--- src/rtl/cpa_pkg.sv ---
// Purpose: constants for the converter parameter store and alarm manager
// Assumes: 20 MHz clock, classic Wishbone slave with 32-bit data
// Notes:   register offsets are byte addresses, one aligned word each
package cpa_pkg;
  // ----------------------------------------------------------------
  // clock and timing
  // ----------------------------------------------------------------
  localparam int CLK_HZ         = 20000000;
  localparam int UV_TIME_MS     = 60;
  localparam int UV_CYCLES      = UV_TIME_MS * (CLK_HZ / 1000);
  localparam int FILT1_TIME_NS  = 1777700;
  localparam int FILT2_TIME_NS  = 3555000;
  localparam int FILT3_TIME_NS  = 5333000;
  localparam int FILT1_CYCLES   = (FILT1_TIME_NS * (CLK_HZ / 1000000) + 999) / 1000;
  localparam int FILT2_CYCLES   = (FILT2_TIME_NS * (CLK_HZ / 1000000) + 999) / 1000;
  localparam int FILT3_CYCLES   = (FILT3_TIME_NS * (CLK_HZ / 1000000) + 999) / 1000;
  localparam int NV_WRITE_LIMIT = 100000;

  // ----------------------------------------------------------------
  // parameter store
  // ----------------------------------------------------------------
  localparam int NUM_PARAM  = 18;
  localparam int IDX_REGEN  = 0;
  localparam int IDX_MCC    = 1;
  localparam int IDX_DISP   = 7;
  localparam int IDX_ERASE  = 8;
  localparam int IDX_FILT   = 11;
  localparam logic [17:0] PARAM_WRITABLE = 18'h00983;
  localparam logic [15:0] PARAM_FACTORY [NUM_PARAM] = '{
    16'h0000, 16'h0001, 16'h0001, 16'h0000, 16'h0064, 16'h0000, 16'h0064, 16'h0000, 16'h0000,
    16'h0000, 16'h0000, 16'h0002, 16'h0000, 16'h0000, 16'h0000, 16'h0000, 16'h0000, 16'h0000};

  // ----------------------------------------------------------------
  // register map
  // ----------------------------------------------------------------
  localparam logic [7:0] ADR_PARAM0   = 8'h00;
  localparam logic [7:0] ADR_PARAM_END = 8'h44;
  localparam logic [7:0] ADR_ALM_STAT = 8'h50;
  localparam logic [7:0] ADR_WARN     = 8'h54;
  localparam logic [7:0] ADR_ACTIVE   = 8'h58;
  localparam logic [7:0] ADR_WR_COUNT = 8'h5C;
  localparam logic [7:0] ADR_HIST0    = 8'h60;
  localparam logic [7:0] ADR_HIST_END = 8'h78;
  localparam logic [7:0] ADR_CMD      = 8'h80;
  localparam logic [7:0] ADR_IRQ_STAT = 8'h84;
  localparam logic [7:0] ADR_IRQ_EN   = 8'h88;
  localparam logic [7:0] ADR_IRQ_CLR  = 8'h8C;
  localparam int CMD_ERR_RESET = 0;
  localparam int IRQ_ALARM     = 0;
  localparam int IRQ_WARN      = 1;
  localparam int IRQ_READY     = 2;
  localparam int IRQ_ERASED    = 3;
  localparam int NUM_IRQ       = 4;

  // ----------------------------------------------------------------
  // alarms and warnings
  // ----------------------------------------------------------------
  localparam int NUM_ALM  = 16;
  localparam int NUM_WARN = 5;
  localparam int HIST_LEN = 7;
  localparam int ALM_UV   = 0;
  localparam int ALM_NVM  = 2;
  localparam int ALM_PRM  = 7;
  // bit order: 10 12 15 17 19 30 33 37 38 39 3A 45 47 50 51 watchdog
  localparam logic [7:0] ALM_CODE [NUM_ALM] = '{
    8'h10, 8'h12, 8'h15, 8'h17, 8'h19, 8'h30, 8'h33, 8'h37,
    8'h38, 8'h39, 8'h3A, 8'h45, 8'h47, 8'h50, 8'h51, 8'h88};
  localparam logic [15:0] ALM_RESETTABLE = 16'h6861;
  // overheat, regen load, overload, forced stop, fan slow
  localparam logic [7:0] WARN_CODE [NUM_WARN] = '{8'h91, 8'hE0, 8'hE1, 8'hE6, 8'hE8};
  localparam logic [7:0] DISP_ITEM_MAX = 8'h04;

  typedef enum logic [1:0] {ST_LOAD, ST_ERASE, ST_READY} cpa_state_type;
endpackage : cpa_pkg

--- src/rtl/cpa_unit.sv ---
// Purpose: parameter store and alarm manager of a drive converter unit
// Assumes: RESET_I stands for a power cycle or controller reset; NV_FORMAT_I stands for factory programming
// Notes:   the nonvolatile store, write count and history ignore RESET_I on purpose

// What this block does
// RL1 - regen option field picks none (00) or an external resistor set; reset 0000h
// RL2 - an invalid regen option raises parameter error A.37
// RL3 - contactor drive output on when selection is 1, off at 0; reset 0001h
// RL4 - display choice 0..4 picks the status item shown after power-on
// RL5 - a valid history erase setting erases history at next power-on only
// RL6 - after erasing, the erase setting returns to 0 by itself
// RL7 - external inputs debounced by none, 1.7777, 3.555 or 5.333 ms; default 2
// RL8 - host never changes maker settings; they keep factory values
// RL9 - power-on settings take effect only after power cycle or controller reset
// RL10 - alarms stay latched; a power cycle clears every alarm
// RL11 - error reset clears A.10, A.30, A.33, A.45, A.50, A.51
// RL12 - memory, board, parameter, contactor, phase, fan, watchdog alarms ignore error reset
// RL13 - any alarm drops the trouble output and shows the alarm number
// RL14 - control power lost over 60 ms raises undervoltage A.10
// RL15 - nonvolatile writes counted; above 100,000 raises memory alarm A.15
// RL16 - self-check codes A.12 RAM, A.15 parameter memory, A.17 board, A.19 program memory
// RL17 - warnings A.91, A.E0, A.E1, A.E6, A.E8 reported without tripping
// RL18 - history keeps current alarm plus six past alarms, newest first
// RL19 - stored values load into active settings during init before ready
module cpa_unit #(
  parameter int NUM_IN      = 4,
  parameter int UV_LIMIT    = cpa_pkg::UV_CYCLES,
  parameter int FILT1_LIMIT = cpa_pkg::FILT1_CYCLES,
  parameter int FILT2_LIMIT = cpa_pkg::FILT2_CYCLES,
  parameter int FILT3_LIMIT = cpa_pkg::FILT3_CYCLES,
  parameter int WR_LIMIT    = cpa_pkg::NV_WRITE_LIMIT
) (
  input  wire logic                         CLK_I,
  input  wire logic                         RESET_I,
  input  wire logic [7:0]                   ADR_I,
  input  wire logic [31:0]                  DAT_I,
  output logic      [31:0]                  DAT_O,
  input  wire logic                         WE_I,
  input  wire logic [3:0]                   SEL_I,
  input  wire logic                         CYC_I,
  input  wire logic                         STB_I,
  output logic                              ACK_O,
  input  wire logic                         NV_FORMAT_I,
  input  wire logic                         CTRL_POWER_OK_I,
  input  wire logic [cpa_pkg::NUM_ALM-1:0]  ALARM_DETECT_I,
  input  wire logic [cpa_pkg::NUM_WARN-1:0] WARN_DETECT_I,
  input  wire logic [NUM_IN-1:0]            EXT_IN_I,
  input  wire logic                         RESET_KEY_I,
  output logic [NUM_IN-1:0]                 FILT_IN_O,
  output logic                              READY_O,
  output logic                              TROUBLE_OUTPUT_O,
  output logic                              CONTACTOR_DRIVE_O,
  output logic [7:0]                        REGEN_SELECT_O,
  output logic                              DISP_ALARM_O,
  output logic                              DISP_WARN_O,
  output logic [7:0]                        DISP_CODE_O,
  output logic [2:0]                        DISP_ITEM_O,
  output logic                              IRQ_O
);
  // ----------------------------------------------------------------
  // declarations
  // ----------------------------------------------------------------
  cpa_pkg::cpa_state_type state;
  logic [15:0] nv_param [cpa_pkg::NUM_PARAM];
  logic [7:0]  hist [cpa_pkg::HIST_LEN];
  logic [31:0] nv_wr_count;
  logic [15:0] act_regen;
  logic [15:0] act_mcc;
  logic [15:0] act_disp;
  logic [15:0] act_filt;
  logic [15:0] alm_lat;
  logic [15:0] alm_ev;
  logic [15:0] next_alm_lat;
  logic [4:0]  warn_q;
  logic [31:0] uv_cnt;
  logic        uv_ev;
  logic        ready;
  logic        regen_ok;
  logic        new_alarm;
  logic        err_reset;
  logic        rst_in_q;
  logic [3:0]  irq_stat;
  logic [3:0]  irq_en;
  logic [3:0]  irq_ev;
  logic        wb_req;
  logic        wb_wr;
  logic [4:0]  p_idx;
  logic        p_hit;
  logic [2:0]  h_idx;
  logic        h_hit;
  logic [31:0] filt_limit;
  logic [31:0] rd_data;

  assign ready  = (state == cpa_pkg::ST_READY);
  assign wb_req = CYC_I & STB_I & ~ACK_O;
  assign wb_wr  = wb_req & WE_I;
  assign p_idx  = ADR_I[6:2];
  assign p_hit  = (ADR_I <= cpa_pkg::ADR_PARAM_END) && (ADR_I[1:0] == 2'b00);
  assign h_idx  = 3'((ADR_I - cpa_pkg::ADR_HIST0) >> 2);
  assign h_hit  = (ADR_I >= cpa_pkg::ADR_HIST0) && (ADR_I <= cpa_pkg::ADR_HIST_END) && (ADR_I[1:0] == 2'b00);

  function automatic logic [7:0] first_code(input logic [15:0] ev);
    logic [7:0] c;
    c = 8'h00;
    for (int i = cpa_pkg::NUM_ALM - 1; i >= 0; i--) begin
      if (ev[i]) begin
        c = cpa_pkg::ALM_CODE[i];
      end
    end
    return c;
  endfunction

  // ----------------------------------------------------------------
  // power-on sequence
  // ----------------------------------------------------------------
  // RL19 load then ready
  always_ff @(posedge CLK_I) begin
    if (RESET_I) begin
      state <= cpa_pkg::ST_LOAD;
    end else begin
      unique case (state)
        cpa_pkg::ST_LOAD: begin
          // RL5 erase at power-on
          state <= (nv_param[cpa_pkg::IDX_ERASE][3:0] == 4'h1) ? cpa_pkg::ST_ERASE : cpa_pkg::ST_READY;
        end
        cpa_pkg::ST_ERASE: begin
          state <= cpa_pkg::ST_READY;
        end
        cpa_pkg::ST_READY: begin
          state <= cpa_pkg::ST_READY;
        end
      endcase
    end
  end

  // RL9 active copy only at init
  always_ff @(posedge CLK_I) begin
    if (RESET_I) begin
      act_regen <= cpa_pkg::PARAM_FACTORY[cpa_pkg::IDX_REGEN];
      act_mcc   <= cpa_pkg::PARAM_FACTORY[cpa_pkg::IDX_MCC];
      act_disp  <= cpa_pkg::PARAM_FACTORY[cpa_pkg::IDX_DISP];
      act_filt  <= cpa_pkg::PARAM_FACTORY[cpa_pkg::IDX_FILT];
    end else if (state == cpa_pkg::ST_LOAD) begin
      act_regen <= nv_param[cpa_pkg::IDX_REGEN];
      act_mcc   <= nv_param[cpa_pkg::IDX_MCC];
      act_disp  <= nv_param[cpa_pkg::IDX_DISP];
      act_filt  <= nv_param[cpa_pkg::IDX_FILT];
    end
  end

  // ----------------------------------------------------------------
  // nonvolatile store and write counter
  // ----------------------------------------------------------------
  // maker settings are not host-writable, so a stray write cannot corrupt them
  always_ff @(posedge CLK_I) begin
    if (NV_FORMAT_I) begin
      for (int i = 0; i < cpa_pkg::NUM_PARAM; i++) begin
        nv_param[i] <= cpa_pkg::PARAM_FACTORY[i];
      end
    end else if (state == cpa_pkg::ST_ERASE) begin
      // RL6 erase setting self-clears
      nv_param[cpa_pkg::IDX_ERASE] <= 16'h0000;
    end else if (wb_wr && p_hit && cpa_pkg::PARAM_WRITABLE[p_idx]) begin
      if (SEL_I[0]) begin
        nv_param[p_idx][7:0] <= DAT_I[7:0];
      end
      if (SEL_I[1]) begin
        nv_param[p_idx][15:8] <= DAT_I[15:8];
      end
    end
  end

  // RL15 count nonvolatile writes
  always_ff @(posedge CLK_I) begin
    if (NV_FORMAT_I) begin
      nv_wr_count <= 32'h00000000;
    end else if ((state == cpa_pkg::ST_ERASE) ||
                 (wb_wr && p_hit && cpa_pkg::PARAM_WRITABLE[p_idx] && (SEL_I[1:0] != 2'b00))) begin
      if (nv_wr_count != 32'hFFFFFFFF) begin
        nv_wr_count <= nv_wr_count + 32'h00000001;
      end
    end
  end

  // ----------------------------------------------------------------
  // input filter
  // ----------------------------------------------------------------
  // RL7 filter delay select
  always_comb begin
    unique case (act_filt[3:0])
      4'h0:    filt_limit = 32'h00000000;
      4'h1:    filt_limit = 32'(FILT1_LIMIT);
      4'h2:    filt_limit = 32'(FILT2_LIMIT);
      default: filt_limit = 32'(FILT3_LIMIT);
    endcase
  end

  for (genvar g = 0; g < NUM_IN; g++) begin : g_filt
    logic [31:0] cnt;
    // RL7 stable for the delay
    always_ff @(posedge CLK_I) begin
      if (RESET_I) begin
        cnt          <= 32'h00000000;
        FILT_IN_O[g] <= 1'b0;
      end else if (EXT_IN_I[g] == FILT_IN_O[g]) begin
        cnt <= 32'h00000000;
      end else if (cnt >= filt_limit) begin
        cnt          <= 32'h00000000;
        FILT_IN_O[g] <= EXT_IN_I[g];
      end else begin
        cnt <= cnt + 32'h00000001;
      end
    end
  end

  // ----------------------------------------------------------------
  // alarm detection and latch
  // ----------------------------------------------------------------
  // RL14 undervoltage timer
  always_ff @(posedge CLK_I) begin
    if (RESET_I || CTRL_POWER_OK_I) begin
      uv_cnt <= 32'h00000000;
    end else if (uv_cnt <= 32'(UV_LIMIT)) begin
      uv_cnt <= uv_cnt + 32'h00000001;
    end
  end
  assign uv_ev = (uv_cnt > 32'(UV_LIMIT));

  // RL1 valid regen codes
  assign regen_ok = (act_regen[15:8] == 8'h00) && ((act_regen[7:0] == 8'h00) || (act_regen[7:0] == 8'h01) ||
                    (act_regen[7:0] == 8'h02) || (act_regen[7:0] == 8'h11) || (act_regen[7:0] == 8'h12));

  // RL16 self-check inputs map to own codes
  always_comb begin
    alm_ev = ALARM_DETECT_I;
    alm_ev[cpa_pkg::ALM_UV]  = ALARM_DETECT_I[cpa_pkg::ALM_UV] | uv_ev;
    // RL15 write limit
    alm_ev[cpa_pkg::ALM_NVM] = ALARM_DETECT_I[cpa_pkg::ALM_NVM] | (nv_wr_count > 32'(WR_LIMIT));
    // RL2 parameter error
    alm_ev[cpa_pkg::ALM_PRM] = ALARM_DETECT_I[cpa_pkg::ALM_PRM] | ~regen_ok;
    if (!ready) begin
      alm_ev = 16'h0000;
    end
  end

  // error reset is a rising edge of filtered input 0, the key while held high, or a write of the command bit
  always_ff @(posedge CLK_I) begin
    if (RESET_I) begin
      rst_in_q <= 1'b0;
    end else begin
      rst_in_q <= FILT_IN_O[0];
    end
  end
  assign err_reset = (FILT_IN_O[0] & ~rst_in_q) | RESET_KEY_I |
                     (wb_wr && (ADR_I == cpa_pkg::ADR_CMD) && SEL_I[0] && DAT_I[cpa_pkg::CMD_ERR_RESET]);

  // RL11 RL12 only resettable bits clear; a new event wins
  assign next_alm_lat = (alm_lat & ~({16{err_reset}} & cpa_pkg::ALM_RESETTABLE)) | alm_ev;
  assign new_alarm    = ready && (alm_ev != 16'h0000) && (alm_lat == 16'h0000);

  // RL10 latched until power cycle
  always_ff @(posedge CLK_I) begin
    if (RESET_I) begin
      alm_lat <= 16'h0000;
    end else begin
      alm_lat <= next_alm_lat;
    end
  end

  // RL18 newest first, seven deep
  always_ff @(posedge CLK_I) begin
    if (NV_FORMAT_I || state == cpa_pkg::ST_ERASE) begin
      for (int i = 0; i < cpa_pkg::HIST_LEN; i++) begin
        hist[i] <= 8'h00;
      end
    end else if (new_alarm) begin
      hist[0] <= first_code(alm_ev);
      for (int i = 1; i < cpa_pkg::HIST_LEN; i++) begin
        hist[i] <= hist[i-1];
      end
    end
  end

  // RL17 warnings never latch
  always_ff @(posedge CLK_I) begin
    if (RESET_I) begin
      warn_q <= 5'h00;
    end else begin
      warn_q <= ready ? WARN_DETECT_I : 5'h00;
    end
  end

  // ----------------------------------------------------------------
  // outputs
  // ----------------------------------------------------------------
  always_ff @(posedge CLK_I) begin
    if (RESET_I) begin
      READY_O           <= 1'b0;
      TROUBLE_OUTPUT_O  <= 1'b0;
      CONTACTOR_DRIVE_O <= 1'b0;
      REGEN_SELECT_O    <= 8'h00;
      DISP_ALARM_O      <= 1'b0;
      DISP_WARN_O       <= 1'b0;
      DISP_CODE_O       <= 8'h00;
      DISP_ITEM_O       <= 3'h0;
    end else begin
      READY_O           <= ready;
      // RL13 trouble off on alarm
      TROUBLE_OUTPUT_O  <= ready && (next_alm_lat == 16'h0000);
      // RL3 contactor drive select
      CONTACTOR_DRIVE_O <= ready && (act_mcc[3:0] == 4'h1);
      // RL1 regen select out
      REGEN_SELECT_O    <= act_regen[7:0];
      DISP_ALARM_O      <= (next_alm_lat != 16'h0000);
      DISP_WARN_O       <= (warn_q != 5'h00);
      // RL13 show alarm number
      if (next_alm_lat != 16'h0000) begin
        DISP_CODE_O <= new_alarm ? first_code(alm_ev) : hist[0];
      end else begin
        DISP_CODE_O <= 8'h00;
        for (int i = cpa_pkg::NUM_WARN - 1; i >= 0; i--) begin
          if (warn_q[i]) begin
            DISP_CODE_O <= cpa_pkg::WARN_CODE[i];
          end
        end
      end
      // RL4 power-on display item
      DISP_ITEM_O <= (act_disp[7:0] <= cpa_pkg::DISP_ITEM_MAX) ? act_disp[2:0] : 3'h0;
    end
  end

  // ----------------------------------------------------------------
  // interrupts
  // ----------------------------------------------------------------
  assign irq_ev = {state == cpa_pkg::ST_ERASE, 1'b0, 1'b0, 1'b0} |
                  {1'b0, ready & ~READY_O, |(WARN_DETECT_I & ~warn_q & {5{ready}}), new_alarm};

  always_ff @(posedge CLK_I) begin
    if (RESET_I) begin
      irq_stat <= 4'h0;
    end else if (wb_wr && (ADR_I == cpa_pkg::ADR_IRQ_CLR) && SEL_I[0]) begin
      irq_stat <= (irq_stat & ~DAT_I[3:0]) | irq_ev;
    end else begin
      irq_stat <= irq_stat | irq_ev;
    end
  end

  always_ff @(posedge CLK_I) begin
    if (RESET_I) begin
      irq_en <= 4'h0;
    end else if (wb_wr && (ADR_I == cpa_pkg::ADR_IRQ_EN) && SEL_I[0]) begin
      irq_en <= DAT_I[3:0];
    end
  end
  assign IRQ_O = |(irq_stat & irq_en);

  // ----------------------------------------------------------------
  // wishbone slave
  // ----------------------------------------------------------------
  always_comb begin
    rd_data = 32'h00000000;
    if (p_hit) begin
      rd_data = {16'h0000, nv_param[p_idx]};
    end else if (h_hit) begin
      rd_data = {24'h000000, hist[h_idx]};
    end else begin
      unique case (ADR_I)
        cpa_pkg::ADR_ALM_STAT: rd_data = {alm_lat, 6'h00, ready, |alm_lat, hist[0]};
        cpa_pkg::ADR_WARN:     rd_data = {27'h0000000, warn_q};
        cpa_pkg::ADR_ACTIVE:   rd_data = {act_disp[3:0], act_filt[3:0], act_mcc[3:0], 4'h0, act_regen};
        cpa_pkg::ADR_WR_COUNT: rd_data = nv_wr_count;
        cpa_pkg::ADR_IRQ_STAT: rd_data = {28'h0000000, irq_stat};
        cpa_pkg::ADR_IRQ_EN:   rd_data = {28'h0000000, irq_en};
        default:               rd_data = 32'h00000000;
      endcase
    end
  end

  // one wait state: ack in the cycle after the request, dropped the next
  always_ff @(posedge CLK_I) begin
    if (RESET_I) begin
      ACK_O <= 1'b0;
      DAT_O <= 32'h00000000;
    end else begin
      ACK_O <= wb_req;
      DAT_O <= wb_req ? rd_data : 32'h00000000;
    end
  end
endmodule // cpa_unit
--- config.mk ---
export PLATFORM = sky130hd
export DESIGN_NAME = cpa_unit
export DESIGN_NICKNAME = d
export VERILOG_FILES = /design/src/rtl/cpa_pkg.sv /design/src/rtl/cpa_unit.sv
export SDC_FILE = /design/constraint.sdc
export NUM_CORES = 1
export LEC_CHECK = 0
export ABC_AREA = 0
export BUFFER_PORTS_ARGS = -buffer_cell sky130_fd_sc_hd__buf_2
export CAP_MARGIN = 20
export CORE_UTILIZATION = 56
export DETAILED_ROUTE_END_ITERATION = 12
export GPL_TIMING_DRIVEN = 0
export PLACE_DENSITY = 0.76
export SYNTH_ARGS = -nofsm -noshare
export SYNTH_HDL_FRONTEND = slang
export SYNTH_SLANG_ARGS = --single-unit
--- constraint.sdc ---
create_clock -name CLK_I -period 4.14 [get_ports CLK_I]
set_input_delay 0.207 -clock CLK_I [delete_from_list [all_inputs] [get_ports CLK_I]]
set_output_delay 0.207 -clock CLK_I [all_outputs]
set_load 0.1 [all_outputs]
==> run metrics <==
commonest non-fill, non-tap cells in the layout=544 x edfxtp_1, 397 x nor2_1, 368 x conb_1; cells traversed along the worst timing path=buf_2 -> buf_2 -> buf_2 -> buf_2 -> clkinv_2 -> ha_1 -> nor3b_1 -> a31oi_1 -> or4_1 -> or4_1 -> a21oi_2 -> nand2_1 -> nand2b_2; cell mode on critical path=buf_2; most common library cell in the layout ignoring fill and taps=edfxtp_1; post-synth design cell area=35800 um2; Pre-Repair DR Iteration Count=8; Static Leakage=16.1 nW; pin count of the biggest net entering global routing=40; share of post-route cells with drive strength above 1=16.0%; Avg Inst Size Synth=around 14 um2; Tmin final=4210 ps; total routing usage reported by global routing=29.0%; clock tree from TritonCTS=built; number of enable flip-flop cells after synthesis=between 500 and 600; status=finished with violations; number of global-route vias before repair=24.1k; total CTS buffers=88; critical path required time=4460 ps; Root Buffer=clkbuf_16; peak ir drop on the vdd network=0.000351 V; clock latency on the worst-skew pair=660 ps; clock sink count=861; I/O pin count=roughly 140; total power per unit cell area=438 nW/um2; site row count=just over 90; growth of design area from synthesis to finish=18.0%; Hold Path Class=primary input to flop; share of flip-flops with an asynchronous set or reset=0%; drt total wl=92800 um; post-synthesis sequential element count=861; average wire length per cell after detail routing=approximately 22 um; clock-pin slew on the worst setup and hold paths=about 60 ps; endpoint arrival time on the critical path=approximately 4500 ps; number of antenna violations at the first check in global routing=2; routed via count=around 24k; number of inserted diodes=0; count of non-filler cells in the finished layout=~4.2k; number of failing hold endpoints at the final stage=0; Layout Skew=33.7 ps; chip height=between 200 and 300 um; violations in the final reports=setup timing; initial core utilization=between 50% and 60%; classification of the worst setup path=primary input to flop; number of nets in the finished design=~3.4k; Worst Slack Setup Final=-68.0 ps; floorplan core area=63100 um2; max cap viols=0; Vias/cell=between 5 and 6; deepest clock path buffer count=3; maximum level of the CTS H-tree=3; DIE AREA=64900 um2; Initial DRC Count=2840; total of buffers placed on input and output ports=118; Post-synth top flop=edfxtp_1; top cell family by delay on the critical path=simple AND/OR/NAND/NOR gates; Crit path buffers/inverters=5; final count of pins violating max slew=0; slew at the pin with the worst max-slew slack=approximately 1100 ps; total gr overflow=0; slowest stage delay, CP=560 ps; residual antenna-violating net count after detailed routing=0; Fmax achieved=238 MHz; Final Cycle Share=102%; Die Width=between 200 and 300 um; DRC violations left=0; Critical Path Start Type=primary input; crit end category=flop; Warnings, synthesis=0; Worst Path Max Fanout=10; total cell area at the placement stage=approximately 39000 um2; number of cells after detailed placement=3978; number of distinct library cells after synthesis=75; unrepaired setup endpoints after global routing=yes; weighted congestion reported at the end of routability-driven placement=0.949; part of the Yosys area used for sequential elements=a little under two thirds; final-report setup violation count=29; placed wire-length estimate=65700 um; Max-slew headroom=26.2%; Finished Cell Area=~42000 um2; Post-Synthesis Cells=2644; global-route wire length before repair=139000 um; Max stage delay cell, worst path=or4_1
-- power by group --
group	internal (W)	total [W]	switching [W]
logic	0.000462	0.00123	0.000765
clock network	0.00437	0.00769	0.00333
registers	0.00945	0.00960	0.000158
total	0.0143	0.0185	0.00425
-- cell families (layout without fill, tap and decap cells) --
kind of cell / after synthesis / count (layout) / share of synthesized area, %
mux: 226 / 226 / 11.8
xor+xnor: 111 / 111 / 2.72
flops: 861 / 861 / 63.4
other cells: 2 / 368 / 0.0210
buf+inv: 214 / 539 / 2.37
compound gates: 248 / 248 / 4.86
fa+ha+maj: 76 / 76 / 2.66
simple gates: 906 / 906 / 12.2
-- flip-flops by register name (all words and copies together) (netlist names), 16 cells and up --
name and cells:
alm_lat 16, g_filt.cnt 128, uv_cnt 32, nv_param 488, nv_wr_count 32, hist 56
DAT_O 32, act_regen 16
-- worst reg2reg max path, delay by kind of cell (launching register included) --
family | cells | cell delay, ps
AO/OA/AOI/OAI | 3 | 920
AND/OR/NAND/NOR | 5 | 1630
adder cells (fa/ha/maj) | 1 | 290
buffers and inverters | 2 | 570
flip-flops | 1 | 400
-- through the flow --
step / setup TNS, ps / util [%] / setup WS (ps) / hold WS [ps] / power (W)
finish: -1280 / 67.0 / -68.0 / 32.9 / 0.0185
global route: -3900 / 67.0 / -152 / 18.2 / 0.0190
global placement: -758160 / 61.5 / -1520 / 443 / 0.0109
floorplan: 0 / - / 268 / 351 / 0.0105
CTS: 0 / 66.9 / 3.77 / 1.69 / 0.0186
detailed placement: -713540 / 61.6 / -1670 / 449 / 0.0109
-- Yosys cell counts (10+ instances only) --
master    count  area, um2
a21o_1       10       75.1
a21oi_1      62        310
a222oi_1     17        170
a22oi_1      20        150
and2_1       31        194
and3_1       76        475
and4_1       11       96.3
buf_1        14       52.6
buf_2        24        120
clkbuf_1    108        405
dfxtp_1     317       6350
edfxtp_1    544      16300
ha_1         76        951
inv_1        63        236
mux2_2       12        135
mux2i_1      59        591
mux4_2      155       3490
nand2_1     126        473
nand2b_1     35        219
nand3_1      70        350
nand4_1      42        263
nor2_1      397       1490
nor2b_1      14       87.6
nor3_1       19       95.1
nor4_1       41        257
o21ai_0      37        185
or3_1        11       68.8
xnor2_1      31        272
xor2_1       80        701
-- final timing paths --
check | to | cells after the start | from | slack, ps
worst max-delay path | nv_param[9][14] | 13 | ADR_I[3] | -70
worst min-delay path | nv_param[11][11] | 3 | DAT_I[11] | 30
worst min register to register | uv_cnt[31] | 1 | uv_cnt[31] | 460
worst max register to register | g_filt[2].cnt[15] | 11 | act_filt[1] | 250
-- cell type report --
cell class / count / area (um2)
sequential: 861 / 22700
fill: 4541 / 20800
multi-input combinational: 1935 / 13800
clock buffer: 115 / 2410
tap: 846 / 1060
timing repair buffer: 164 / 1050
buffer: 146 / 608
clock inverter: 48 / 383
inverter: 65 / 256
timing repair inverter: 1 / 7.51
-- layer usage --
layer  track usage [%]  vias up  routed length (um)
li1                  -    10700                   -
met1              38.3    11800               35500
met2              46.9     1366               43800
met3              5.74      227                9710
met4              12.6        2                3740
met5                 0        -                   9
-- what timing repair did --
action,in CTS,in global routing
pin swaps,0,1
hold endpoints to repair,52,0
gates cloned,1,0
setup endpoints to repair,576,544
resized for setup,53,20
hold buffers,39,0
buffers inserted,0,2
(Power assumes the default switching activity.)
